--- config.mk ---
export PLATFORM = sky130hd
export DESIGN_NAME = hflc_loop_cfg
export DESIGN_NICKNAME = d
export VERILOG_FILES = /design/src/hflc_pkg.sv /design/src/hflc_link_if.sv /design/src/hflc_shape.sv /design/src/hflc_loop_cfg.sv
export SDC_FILE = /design/constraint.sdc
export NUM_CORES = 1
export LEC_CHECK = 0
export CAP_MARGIN = 40
export CORE_ASPECT_RATIO = 1.25
export CORE_UTILIZATION = 49
export DETAILED_ROUTE_END_ITERATION = 16
export DONT_BUFFER_PORTS = 1
export GPL_TIMING_DRIVEN = 0
export PLACE_DENSITY = 0.61
export SLEW_MARGIN = 25
export SYNTH_ARGS = -nofsm -noshare
export SYNTH_HDL_FRONTEND = slang
export SYNTH_SLANG_ARGS = --single-unit
--- constraint.sdc ---
create_clock -name sys_clk -period 2.4 [get_ports sys_clk]
set_input_delay 0.24 -clock sys_clk [delete_from_list [all_inputs] [get_ports sys_clk]]
set_output_delay 0.24 -clock sys_clk [all_outputs]
set_load 0.01 [all_outputs]
--- src/hflc_pkg.sv ---
// Constants and decode functions for the feedback loop tuning register.
// Assumes the serial control interface delivers byte-wide register accesses
// as single-cycle strobes on sys_clk.
`default_nettype none

package hflc_pkg;

    // Register location and reset value
    localparam logic [7:0] FLT_ADDR = 8'h23;
    localparam logic [7:0] FLT_RESET = 8'h36;

    // Field positions
    localparam int GATE_BIT = 7;
    localparam int BRAKE_MSB = 6;
    localparam int BRAKE_LSB = 4;
    localparam int LOOP_MSB = 3;
    localparam int LOOP_LSB = 2;
    localparam int BEMF_MSB = 1;
    localparam int BEMF_LSB = 0;

    // Field defaults
    localparam logic GATE_RESET = 1'b0;
    localparam logic [2:0] BRAKE_RESET = 3'h3;
    localparam logic [1:0] LOOP_RESET = 2'h1;
    localparam logic [1:0] BEMF_RESET = 2'h2;

    // Brake ratio code that removes feedback while braking
    localparam logic [2:0] BRAKE_OFF_CODE = 3'h7;

    // Noise gate thresholds in percent of supply, and drive full scale
    localparam logic [15:0] GATE_LO_PCT = 16'h0004;
    localparam logic [15:0] GATE_HI_PCT = 16'h0008;
    localparam logic [15:0] PCT_SCALE = 16'h0064;
    localparam logic [15:0] DRIVE_FULL_SCALE = 16'h00ff;

    // Braking to driving gain ratio for each code
    function automatic logic [4:0] hflc_brake_ratio(input logic [2:0] code);
        case (code)
            3'h0: hflc_brake_ratio = 5'h01;
            3'h1: hflc_brake_ratio = 5'h02;
            3'h2: hflc_brake_ratio = 5'h03;
            3'h3: hflc_brake_ratio = 5'h04;
            3'h4: hflc_brake_ratio = 5'h06;
            3'h5: hflc_brake_ratio = 5'h08;
            3'h6: hflc_brake_ratio = 5'h10;
            default: hflc_brake_ratio = 5'h00;
        endcase
    endfunction : hflc_brake_ratio

    // Back-EMF amplifier gain times 100, resonant or eccentric-mass mode
    function automatic logic [11:0] hflc_bemf_x100(input logic [1:0] code, input logic erm);
        case ({erm, code})
            3'h0: hflc_bemf_x100 = 12'h1f4;
            3'h1: hflc_bemf_x100 = 12'h3e8;
            3'h2: hflc_bemf_x100 = 12'h7d0;
            3'h3: hflc_bemf_x100 = 12'hbb8;
            3'h4: hflc_bemf_x100 = 12'h022;
            3'h5: hflc_bemf_x100 = 12'h069;
            3'h6: hflc_bemf_x100 = 12'h0b6;
            default: hflc_bemf_x100 = 12'h190;
        endcase
    endfunction : hflc_bemf_x100

endpackage : hflc_pkg

`default_nettype wire

--- src/hflc_link_if.sv ---
// Carrier between the tuning register and its output shaping logic.
// Both ends run on sys_clk; the shaping end is purely combinational.
`timescale 1ns/1ps
`default_nettype none

interface hflc_link_if #(
    parameter int DW = 8
);
    // Configuration and commanded drive from the register end
    logic gate_sel;
    logic [2:0] brake_code;
    logic [1:0] loop_code;
    logic [DW-1:0] drive_mag;
    logic drive_neg;
    // Shaped results back to the register end
    logic [DW-1:0] gated_mag;
    logic gated_neg;
    logic [4:0] brake_ratio;
    logic brake_fb_en;
    logic [1:0] loop_shift;

    modport cfg (
        output gate_sel, brake_code, loop_code, drive_mag, drive_neg,
        input gated_mag, gated_neg, brake_ratio, brake_fb_en, loop_shift
    );
    modport shape (
        input gate_sel, brake_code, loop_code, drive_mag, drive_neg,
        output gated_mag, gated_neg, brake_ratio, brake_fb_en, loop_shift
    );
endinterface : hflc_link_if

`default_nettype wire

--- src/hflc_shape.sv ---
// Noise gate on the commanded drive and decode of the loop tuning fields.
// Assumes drive_mag is an unsigned magnitude where full scale is the supply.
`timescale 1ns/1ps
`default_nettype none

module hflc_shape #(
    parameter int DW = 8
) (
    hflc_link_if.shape lnk
);

    logic [15:0] mag_scaled;
    logic [15:0] gate_level;
    logic below_gate;

    always_comb begin
        mag_scaled = 16'(lnk.drive_mag) * hflc_pkg::PCT_SCALE;
        gate_level = hflc_pkg::DRIVE_FULL_SCALE *
                     (lnk.gate_sel ? hflc_pkg::GATE_HI_PCT : hflc_pkg::GATE_LO_PCT);
        below_gate = mag_scaled < gate_level;
    end

    always_comb begin
        lnk.gated_mag = below_gate ? '0 : lnk.drive_mag;
        lnk.gated_neg = below_gate ? 1'b0 : lnk.drive_neg;
    end

    // ratio decode; code 7 removes brake feedback
    always_comb begin
        lnk.brake_ratio = hflc_pkg::hflc_brake_ratio(lnk.brake_code);
        lnk.brake_fb_en = lnk.brake_code != hflc_pkg::BRAKE_OFF_CODE;
    end

    // higher gain code gives a smaller shift, so a bigger loop step
    always_comb begin
        lnk.loop_shift = ~lnk.loop_code;
    end

endmodule : hflc_shape

`default_nettype wire

--- src/hflc_loop_cfg.sv ---
// Feedback loop tuning register with its noise gate and gain decode outputs.
// Assumes the serial control slave presents decoded byte accesses as strobes,
// the calibration engine pulses cal_done, and all inputs are sync to sys_clk.
// Field outputs follow a write by two edges; the loop must not sample them
// in the cycle right after the strobe or it acts on stale tuning.
// A read and a write in one cycle return the value from before the write.
// Cal_done beats a same-cycle host write for the gain bits only.
// The reset gain value assumes resonant mode until the first clock edge.
// Gate compare is exact against the percentage of a 255 full scale.
// Brake code 7 zeroes the ratio output as well as clearing the enable.
//
// What this block does
// - Bit 7 picks a 4% or 8% gate; smaller drive forces zero output.
// - Bits 6-4 pick brake gain ratio 1,2,3,4,6,8,16; default code 3.
// - Brake ratio code 7 removes feedback while braking.
// - Bits 3-2 set feedback loop gain; default code 1.
// - Higher loop gain codes settle faster but are less stable.
// - Bits 1-0 set back-EMF gain per mode; calibration overwrites, host may rewrite.
`timescale 1ns/1ps
`default_nettype none

module hflc_loop_cfg #(
    parameter int DW = 8
) (
    input wire logic sys_clk,
    input wire logic arst_n,
    input wire logic [7:0] reg_addr,
    input wire logic reg_wr_en,
    input wire logic [7:0] reg_wdata,
    input wire logic reg_rd_en,
    output logic [7:0] reg_rdata,
    output logic reg_rd_hit,
    input wire logic cal_done,
    input wire logic [1:0] cal_backemf_amp_gain,
    input wire logic erm_mode,
    input wire logic [DW-1:0] drive_mag,
    input wire logic drive_neg,
    output logic [DW-1:0] out_mag,
    output logic out_neg,
    output logic [4:0] brake_feedback_ratio,
    output logic brake_fb_en,
    output logic [1:0] loop_gain,
    output logic [1:0] loop_step_shift,
    output logic [1:0] backemf_amp_gain,
    output logic [11:0] backemf_gain_x100,
    output logic output_gate_level
);

    // Register fields
    logic gate_sel;
    logic [2:0] brake_code;
    logic [1:0] loop_code;
    logic [1:0] bemf_code;
    logic next_gate_sel;
    logic [2:0] next_brake_code;
    logic [1:0] next_loop_code;
    logic [1:0] next_bemf_code;

    // Read port
    logic [7:0] next_reg_rdata;
    logic next_reg_rd_hit;

    // Registered outputs
    logic [DW-1:0] next_out_mag;
    logic next_out_neg;
    logic [4:0] next_brake_feedback_ratio;
    logic next_brake_fb_en;
    logic [1:0] next_loop_step_shift;
    logic [11:0] next_backemf_gain_x100;
    logic [1:0] next_loop_gain;
    logic [1:0] next_backemf_amp_gain;
    logic next_output_gate_level;

    // Decoded strobes and assembled register
    logic wr_hit;
    logic rd_hit;
    logic [7:0] reg_value;

    // Output values held in reset, derived from the field defaults
    localparam logic [4:0] RATIO_AT_RESET = hflc_pkg::hflc_brake_ratio(hflc_pkg::BRAKE_RESET);
    localparam logic BRAKE_FB_AT_RESET = hflc_pkg::BRAKE_RESET != hflc_pkg::BRAKE_OFF_CODE;
    localparam logic [1:0] SHIFT_AT_RESET = ~hflc_pkg::LOOP_RESET;
    localparam logic [11:0] GAIN_X100_AT_RESET = hflc_pkg::hflc_bemf_x100(hflc_pkg::BEMF_RESET, 1'b0);

    // Address decode shared by the write and read paths
    function automatic logic flt_addr_match(input logic [7:0] addr);
        flt_addr_match = addr == hflc_pkg::FLT_ADDR;
    endfunction : flt_addr_match

    // Carrier to the shaping logic
    hflc_link_if #(.DW(DW)) lnk ();

    hflc_shape #(.DW(DW)) u_shape (
        .lnk(lnk)
    );

    // Field view to the shaping logic
    assign lnk.gate_sel = gate_sel;
    assign lnk.brake_code = brake_code;
    assign lnk.loop_code = loop_code;
    assign lnk.drive_mag = drive_mag;
    assign lnk.drive_neg = drive_neg;

    always_comb begin
        reg_value = '0;
        reg_value[hflc_pkg::GATE_BIT] = gate_sel;
        reg_value[hflc_pkg::BRAKE_MSB:hflc_pkg::BRAKE_LSB] = brake_code;
        reg_value[hflc_pkg::LOOP_MSB:hflc_pkg::LOOP_LSB] = loop_code;
        reg_value[hflc_pkg::BEMF_MSB:hflc_pkg::BEMF_LSB] = bemf_code;
    end

    // Register address decode for both strobes
    always_comb begin
        wr_hit = reg_wr_en && flt_addr_match(reg_addr);
        rd_hit = reg_rd_en && flt_addr_match(reg_addr);
    end

    // Write decode; a host write loads every field, but bemf_code only when cal_done is low
    always_comb begin
        // Hold every field unless written
        next_gate_sel = gate_sel;
        next_brake_code = brake_code;
        next_loop_code = loop_code;
        next_bemf_code = bemf_code;
        if (wr_hit) begin
            next_gate_sel = reg_wdata[hflc_pkg::GATE_BIT];
            next_brake_code = reg_wdata[hflc_pkg::BRAKE_MSB:hflc_pkg::BRAKE_LSB];
            next_loop_code = reg_wdata[hflc_pkg::LOOP_MSB:hflc_pkg::LOOP_LSB];
            next_bemf_code = reg_wdata[hflc_pkg::BEMF_MSB:hflc_pkg::BEMF_LSB];
        end
        // calibration result wins a same-cycle write
        if (cal_done) begin
            next_bemf_code = cal_backemf_amp_gain;
        end
    end

    always_ff @(posedge sys_clk or negedge arst_n) begin
        if (!arst_n) begin
            gate_sel <= hflc_pkg::GATE_RESET;
            brake_code <= hflc_pkg::BRAKE_RESET;
            loop_code <= hflc_pkg::LOOP_RESET;
            bemf_code <= hflc_pkg::BEMF_RESET;
        end else begin
            gate_sel <= next_gate_sel;
            brake_code <= next_brake_code;
            loop_code <= next_loop_code;
            bemf_code <= next_bemf_code;
        end
    end

    // Read data one cycle after the strobe; other addresses return zero
    always_comb begin
        next_reg_rd_hit = rd_hit;
        next_reg_rdata = rd_hit ? reg_value : 8'h00;
    end

    // Read port flops; both fall back to idle after one cycle
    always_ff @(posedge sys_clk or negedge arst_n) begin
        if (!arst_n) begin
            reg_rdata <= 8'h00;
            reg_rd_hit <= 1'b0;
        end else begin
            reg_rdata <= next_reg_rdata;
            reg_rd_hit <= next_reg_rd_hit;
        end
    end

    // Output values from the current fields and drive command
    always_comb begin
        next_out_mag = lnk.gated_mag;
        next_out_neg = lnk.gated_neg;
        next_brake_feedback_ratio = lnk.brake_ratio;
        next_brake_fb_en = lnk.brake_fb_en;
        next_loop_step_shift = lnk.loop_shift;
        // gain meaning depends on actuator mode
        next_backemf_gain_x100 = hflc_pkg::hflc_bemf_x100(bemf_code, erm_mode);
        next_loop_gain = loop_code;
        next_backemf_amp_gain = bemf_code;
        next_output_gate_level = gate_sel;
    end

    // Output flops; reset values follow the field defaults
    always_ff @(posedge sys_clk or negedge arst_n) begin
        if (!arst_n) begin
            out_mag <= '0;
            out_neg <= 1'b0;
            brake_feedback_ratio <= RATIO_AT_RESET;
            brake_fb_en <= BRAKE_FB_AT_RESET;
            loop_gain <= hflc_pkg::LOOP_RESET;
            loop_step_shift <= SHIFT_AT_RESET;
            backemf_amp_gain <= hflc_pkg::BEMF_RESET;
            backemf_gain_x100 <= GAIN_X100_AT_RESET;
            output_gate_level <= hflc_pkg::GATE_RESET;
        end else begin
            out_mag <= next_out_mag;
            out_neg <= next_out_neg;
            brake_feedback_ratio <= next_brake_feedback_ratio;
            brake_fb_en <= next_brake_fb_en;
            loop_gain <= next_loop_gain;
            loop_step_shift <= next_loop_step_shift;
            backemf_amp_gain <= next_backemf_amp_gain;
            backemf_gain_x100 <= next_backemf_gain_x100;
            output_gate_level <= next_output_gate_level;
        end
    end

endmodule : hflc_loop_cfg

`default_nettype wire

==> flow_summary_export.csv, run 1 <==
group,metric,value,unit
outcome,status,"complete, but fails checks",
outcome,violations,"setup timing",
logic_synthesis,yosys-top-cells-area,"dfrtp_1 36%, dfstp_2 16%, ha_1 15%",
min_path,hp-class,"in2reg",
floorplan,die-area,5410,um2
worst_setup_path,critPathRequiredTime,2.61,ns
logic_synthesis,synth_seq_cells,51,
worst_setup_path,cp_max_fo,5,
finish,nFillCells,402,
logic_synthesis,synth_adder_area_share,17.3,%
logic_synthesis,yosys.area_share.simple,12.3,%
pwr,powerDensity,677,nW/um2
clocking,clockBufferDepth,2,
min_path,hold_start,"cal_done",
place,portBuffers,0,
job,maxCapViolations,0,
worst_setup_path,startpoint_type,"primary input",
clocking,h-tree-depth,2,
min_path,hold_end,"bemf_code[1]",
logic_synthesis,syn_area_per_cell,12.1,um2
timing,tns,-5.97,ns
worst_setup_path,rrSetupSlack,0.45,ns
pwr,peakVddDrop,0.242,mV
pwr,p_switching,0.000584,W
timing,slew_headroom,59.3,%
timing,fin_crit,3.09,ns
route,drt_pass1_iterations,4,
logic_synthesis,synthFlopType,"dfrtp_1",
finish,area_growth,15.2,%
logic_synthesis,syn_nets,274,
worst_setup_path,worstReg2RegEnd,"out_mag[5]",
worst_setup_path,critPathMostFrequentCell,"ha_4",
logic_synthesis,yosysTopAreaCellShare,35.9,%
floorplan,die_x,66.0,um
finish,layout.cells.non_filler,284,
route,ant_nets,0,
timing,grt_setup_unrepaired,"yes",
clocking,clk_root_buffer_cell,"clkbuf_8",
worst_setup_path,max_stage_delay,0.57,ns
worst_setup_path,cp_slowest_cell,"fa_1",
worst_setup_path,path_cells,"ha_4, ha_4, fa_1, ha_4, nor2b_4, o21a_1, nor2_1, xnor2_1, ha_1, or4b_4, a2111oi_4, a211oi_4, a21boi_1",
worst_setup_path,rr_worst_depth,6,
global_route,grt_pass1_wl,7.81,mm
global_route,grt_max_degree,52,
logic_synthesis,ys_seq_area_share,51.6,%
timing,hold_viol_final,0,
logic_synthesis,synth_xor_xnor_area_share,1.74,%
clocking,numCtsBuffers,5,
worst_setup_path,path_buf_inv,0,
route,drt_wl_total,4.92,mm
pwr,seqPwrFrac,49.8,%
logic_synthesis,synth.most_common_cell,"dfrtp_1",
floorplan,initial_core_util,51.9,%
place,place_ws,-1.08,ns
logic_synthesis,netlist_instances,208,
timing,max_freq,0.324,GHz
route,drt_iter0_drc,113,
finish,fin_area,2890,um2
logic_synthesis,async_reset_ff_share,100,%
logic_synthesis,synth_edf_count,0,
floorplan,coreArea,4830,um2
clocking,clk_latency,0.29,ns
timing,skew,0.00379,ns
place,place_area,2650,um2
place,dp_hpwl,3.65,mm
pwr,p_leak,1.33,nW
worst_setup_path,arrival,3.30,ns
worst_setup_path,endpoint_kind,"flip-flop",
logic_synthesis,netlist_area,2510,um2
finish,drive_above_1_share,28.6,%
timing,final-max-slew-violation-count,0,
floorplan,rows,28,
logic_synthesis,synth_cell_type_count,39,
pwr,p_sw_share,29.8,%
logic_synthesis,synth_top_family_by_area,"adder cells",
timing,fin_ws,-0.689,ns
route,vias,1571,
timing,tightest_slew,0.606,ns
global_route,first_global_vias,1584,
route,viasPerCell,5.53,
clocking,cts_tree,"yes",
logic_synthesis,synth_common_cells,"36 x dfrtp_1, 30 x ha_1, 16 x inv_1",
global_route,grt_overflow,0,
worst_setup_path,r2r-start,"gate_sel",
logic_synthesis,synth-compound-area-share,10.2,%
pwr,power_frac_clock,22.9,%
worst_setup_path,path_delay_family,"adder cells",
global_route,antenna_found_initial,0,
clocking,numClockSinks,51,
pwr,internal_power,0.00137,W
floorplan,dieHeight,82.0,um
place,dp.cells,268,
worst_setup_path,crit_type,"in2reg",
logic_synthesis,synth_mux_area_share,3.49,%
pwr,pwr-share-comb,27.3,%
finish,antenna_cells,0,
floorplan,io_pins,76,
logic_synthesis,synth_top_area_cell,"dfrtp_1",
route,post-route-drc-count,0,
global_route,grt.total_usage,19.6,%
route,wl_per_cell,17.3,um
timing,period_share,129,%
finish,nets,289,
place,gp_congestion,0.842,
timing,setup_viol,9,
min_path,min_delay_path_depth,1,
logic_synthesis,yosysWarnings,0,
clocking,clk_pin_slew_worst_paths,0.08,ns
cell usage in the layout (no fill, tap or decap), types with 2 or more instances in the layout:
cell / n
o21bai_1: 2
inv_1: 15
and3_2: 8
o21ai_0: 7
xnor2_1: 3
nor2_1: 13
mux2i_1: 2
fa_1: 2
dfstp_2: 15
xor2_1: 2
nor2b_1: 2
clkbuf_1: 8
a21oi_2: 3
ha_4: 7
dfrtp_1: 36
ha_1: 22
nor3b_1: 2
a21oi_1: 7
a21o_1: 2
or4b_4: 2
a2111oi_4: 2
nand3_1: 4
mux2_2: 6
a221o_1: 2
clkbuf_8: 5
nand2_1: 14
buf_4: 5
a21boi_1: 7
how the worst max path moves through the flow:
stage / to / startpoint / depth (start not counted)
2_1_floorplan: out_mag[6] / drive_mag[3] / 13
3_3_place_gp: out_mag[2] / drive_mag[1] / 14
3_5_place_dp: out_mag[6] / drive_mag[1] / 14
4_1_cts: out_mag[5] / drive_mag[3] / 13
5_1_grt: out_mag[2] / drive_mag[3] / 13
6_report: out_mag[5] / drive_mag[3] / 13
power groups by stage:
stage / clock network [W] / logic (W) / registers (W)
3_5_place_dp: 0 / 0.000430 / 0.000993
6_report: 0.000449 / 0.000534 / 0.000975
2_1_floorplan: 0 / 0.000346 / 0.000984
5_1_grt: 0.000501 / 0.000597 / 0.000983
4_1_cts: 0.000461 / 0.000525 / 0.000977
3_3_place_gp: 0 / 0.000409 / 0.000991
flip-flops by register name, summed over array words and instances (netlist names):
name and cells:
brake_fb_en 1, gate_sel 1, backemf_gain_x100 12, loop_gain 2
loop_step_shift 2, brake_feedback_ratio 5, lnk.loop_code 2, bemf_code 2
backemf_amp_gain 2, out_mag 8, out_neg 1, output_gate_level 1
brake_code 3, reg_rd_hit 1, reg_rdata 8
cell type report:
type                       count  area (um2)  area share (%)
buffer                         6        22.5           0.779
clock buffer                   7        76.3            2.64
clock inverter                 1        5.00           0.173
inverter                      16        60.1            2.08
multi-input combinational    136        1280            44.4
sequential                    51        1290            44.8
tap                           60        75.1            2.60
timing repair buffer           7        75.1            2.60
per-stage QoR:
stage	power, W	utilization (%)	hold slack [ns]
2_1_floorplan	0.00133	-	-0.0556
3_3_place_gp	0.00140	54.9	-0.0547
3_5_place_dp	0.00142	54.9	-0.0546
6_report	0.00196	59.8	0.0271
4_1_cts	0.00196	59.7	0.0233
5_1_grt	0.00208	59.8	0.0316
repair_timing:
action / CTS / global route
pin swaps: 7 / 1
buffers inserted: 5 / 0
hold buffers: 2 / 0
resized for setup: 7 / 2
hold endpoints to repair: 51 / 0
setup endpoints to repair: 9 / 9
gates cloned: 1 / 0
metal layers:
layer | track usage [%] | vias up | wire [um]
met5 | 0 | - | 0
met2 | 36.5 | 51 | 2760
li1 | - | 742 | -
met3 | 4.31 | 7 | 254
met4 | 9.79 | 0 | 110
met1 | 20.4 | 771 | 1800
cells by family after synthesis:
family	Yosys count
and+or+nand+nor	54
DFF	51
AOI/OAI and AO/OA	35
adders and majority gates	33
buffers and inverters	22
muxes	8
xor gates and xnor gates	5
(Power assumes the default switching activity.)
==> run 2, diff against run 1 <==
- BUFFER_PORTS_ARGS: not set -> -buffer_cell sky130_fd_sc_hd__buf_4
- DONT_BUFFER_PORTS: 1 -> not set
- PLACE_DENSITY: 0.61 -> not set
- PLACE_DENSITY_LB_ADDON: not set -> 0.2
- SYNTH_HIERARCHICAL: not set -> 1
==> flow_summary_export.csv, run 2 <==
group,metric,value,unit
timing,hold_viol_final,0,
outcome,violations,"setup timing",
place,dp_hpwl,3.85,mm
clocking,clk_latency,0.29,ns
pwr,power.total,0.00225,W
clocking,clk_pin_slew_worst_paths,0.09,ns
global_route,first_global_vias,1813,
floorplan,die_x,67.0,um
finish,antenna_cells,0,
logic_synthesis,ys_seq_area_share,50.0,%
global_route,grt.total_usage,19.4,%
logic_synthesis,yosysTopAreaCellShare,34.8,%
worst_setup_path,max_stage_delay,0.57,ns
floorplan,initial_core_util,50.9,%
pwr,p_sw_share,28.7,%
logic_synthesis,async_reset_ff_share,100,%
finish,reg.largest.list,"backemf_gain_x100 x12, out_mag x8, reg_rdata x8",
worst_setup_path,cp_slowest_cell,"fa_1",
worst_setup_path,r2r-start,"gate_sel",
logic_synthesis,syn_nets,275,
worst_setup_path,cp_max_fo,9,
finish,fin_util,68.4,%
global_route,grt_max_degree,52,
route,vias,1841,
finish,mostFrequentLayoutCells,"73 x buf_4, 36 x dfrtp_1, 23 x ha_1, 16 x inv_1, 15 x dfstp_2",
finish,nets,359,
logic_synthesis,netlist_area,2590,um2
finish,drive_above_1_share,42.2,%
floorplan,dieHeight,83.2,um
clocking,clk_root_buffer_cell,"clkbuf_8",
finish,area_growth,34.4,%
place,gp_congestion,0.824,
logic_synthesis,synth_cell_type_count,48,
logic_synthesis,synth_common_cells,"36 x dfrtp_1, 30 x ha_1, 17 x inv_1",
timing,grt_setup_unrepaired,"yes",
outcome,status,"complete, but fails checks",
worst_setup_path,critPathRequiredTime,2.55,ns
worst_setup_path,startpoint_type,"primary input",
floorplan,io_pins,76,
route,viasPerCell,5.17,
logic_synthesis,yosysWarnings,6,
place,dp.cells,346,
floorplan,rows,29,
worst_setup_path,arrival,3.17,ns
timing,setup_viol,9,
timing,fin_crit,3.02,ns
timing,fin_ws,-0.618,ns
timing,skew,0.00679,ns
worst_setup_path,endpoint_kind,"flip-flop",
finish,layout.cells.non_filler,356,
floorplan,coreArea,5080,um2
worst_setup_path,worstSetupStartpoint,"drive_mag[3]",
finish,layout_commonest_cell,"buf_4",
logic_synthesis,syn_area_per_cell,12.4,um2
timing,tightest_slew,0.782,ns
pwr,internal_power,0.00161,W
clocking,numCtsBuffers,5,
clocking,cts_tree,"yes",
pwr,pwr-share-comb,31.5,%
min_path,min_delay_path_depth,2,
finish,regMostFlops,"backemf_gain_x100",
job,maxCapViolations,0,
pwr,power_frac_clock,26.0,%
pwr,p_switching,0.000645,W
floorplan,die-area,5580,um2
route,drt_wl_total,4.99,mm
logic_synthesis,netlist_instances,209,
pwr,seqPwrFrac,42.5,%
worst_setup_path,path_cells,"buf_6, ha_4, ha_4, fa_1, ha_4, nor2b_4, o21a_1, nor2_1, xnor2_1, ha_1, nand2_1, nor3_1, a41o_1, nor3b_4, buf_12, a21oi_1",
pwr,p_leak,1.69,nW
clocking,numClockSinks,51,
clocking,h-tree-depth,2,
timing,max_freq,0.331,GHz
route,ant_nets,0,
logic_synthesis,synth_seq_cells,51,
route,post-route-drc-count,0,
pwr,peakVddDrop,0.302,mV
min_path,hp-class,"in2reg",
timing,slew_headroom,47.5,%
place,portBuffers,75,
worst_setup_path,rr_worst_depth,8,
worst_setup_path,critPathMostFrequentCell,"ha_4",
logic_synthesis,synth_top_area_cell,"dfrtp_1",
logic_synthesis,synthFlopType,"dfrtp_1",
finish,largest_reg_flops,12,
timing,period_share,126,%
min_path,hold_start,"erm_mode",
route,wl_per_cell,14.0,um
clocking,clockBufferDepth,2,
pwr,powerDensity,648,nW/um2
global_route,grt_overflow,0,
timing,final-max-slew-violation-count,0,
worst_setup_path,crit_type,"in2reg",
route,drt_iter0_drc,68,
logic_synthesis,yosys-top-cells-area,"dfrtp_1 35%, dfstp_2 15%, ha_1 15%",
route,drt_pass1_iterations,3,
global_route,grt_pass1_wl,8.12,mm
logic_synthesis,synth.most_common_cell,"dfrtp_1",
global_route,antenna_found_initial,0,
logic_synthesis,synth_edf_count,0,
run 2: changes by cell type in the layout (fill, tap and decap cells not counted), sizes merged, moves of 4 or more:
| cell | change |
|---|---|
| nor2 | -6 |
| and2 | +9 |
| clkbuf | -7 |
| nor3 | +4 |
| o21ai | -4 |
| buf | +71 |
| nor2b | +5 |
| nand2 | -9 |
| and3 | -8 |
run 2: final cells by class:
class                           count  area [um2]
Buffer                              2        15.0
Clock buffer                        5        68.8
Clock inverter                      3        46.3
Fill cell                         393        1600
Inverter                           18        68.8
Multi-Input combinational cell    138        1310
Sequential cell                    51        1290
Tap cell                           62        77.6
Timing Repair Buffer               77         601
run 2: final timing paths:
kind	to	slack, ns
worst max-delay path	out_mag[7]	-0.62
worst min-delay path	backemf_gain_x100[9]	0.13
worst max register to register	out_mag[7]	0.73
worst min register to register	loop_gain[0]	0.39
max in group asynchronous	out_mag[1]	1.52
min in group asynchronous	backemf_gain_x100[11]	0.49
run 2: logic make-up after synthesis:
family	share of synthesized area, %
mux	3.48
buf+inv	3.24
flops	50.0
fa+ha+maj	16.8
compound gates	11.6
simple gates	13.1
xor+xnor	1.69
run 2: power groups by stage:
stage | Clock [W] | Sequential [W] | Combinational (W)
floorplan | 0 | 0.000995 | 0.000399
global placement | 0 | 0.000970 | 0.000637
detailed placement | 0 | 0.000974 | 0.000652
CTS | 0.000596 | 0.000957 | 0.000714
global route | 0.000627 | 0.000963 | 0.000785
finish | 0.000586 | 0.000956 | 0.000710
run 2: timing repair:
item	in CTS	in global routing
pin swaps	1	2
hold buffers	1	0
endpoints found under the hold margin	36	0
gates resized for setup	6	0
endpoints found under the setup margin	9	9
setup buffers	1	0
run 2: per-layer routing:
| layer | track usage [%] | up-vias | part of all wire, % |
|---|---|---|---|
| li1 | - | 904 | - |
| met1 | 23.0 | 886 | 41 |
| met2 | 34.9 | 47 | 53 |
| met3 | 2.88 | 4 | 5.4 |
| met4 | 6.00 | 0 | 1.1 |
| met5 | 0 | - | 0 |
run 2: metrics by stage:
step	hold slack, ns	instance area [um2]	TNS, ns	setup WS (ns)
final	0.131	3480	-5.48	-0.618
after global routing	0.130	3480	-6.58	-0.746
after CTS	0.126	3480	-5.46	-0.616
after detailed placement	0.287	3290	-9.03	-1.03
after global placement	0.279	3290	-8.86	-0.998
after floorplan	-0.0556	2650	-5.67	-0.639
run 2: critical path, delay by kind of cell:
kind	cells	cell delay [ns]
XOR/XNOR	1	0.13
buffers and inverters	2	0.26
AO/OA/AOI/OAI	3	0.44
AND/OR/NAND/NOR	5	0.59
adder cells (fa/ha/maj)	5	1.49
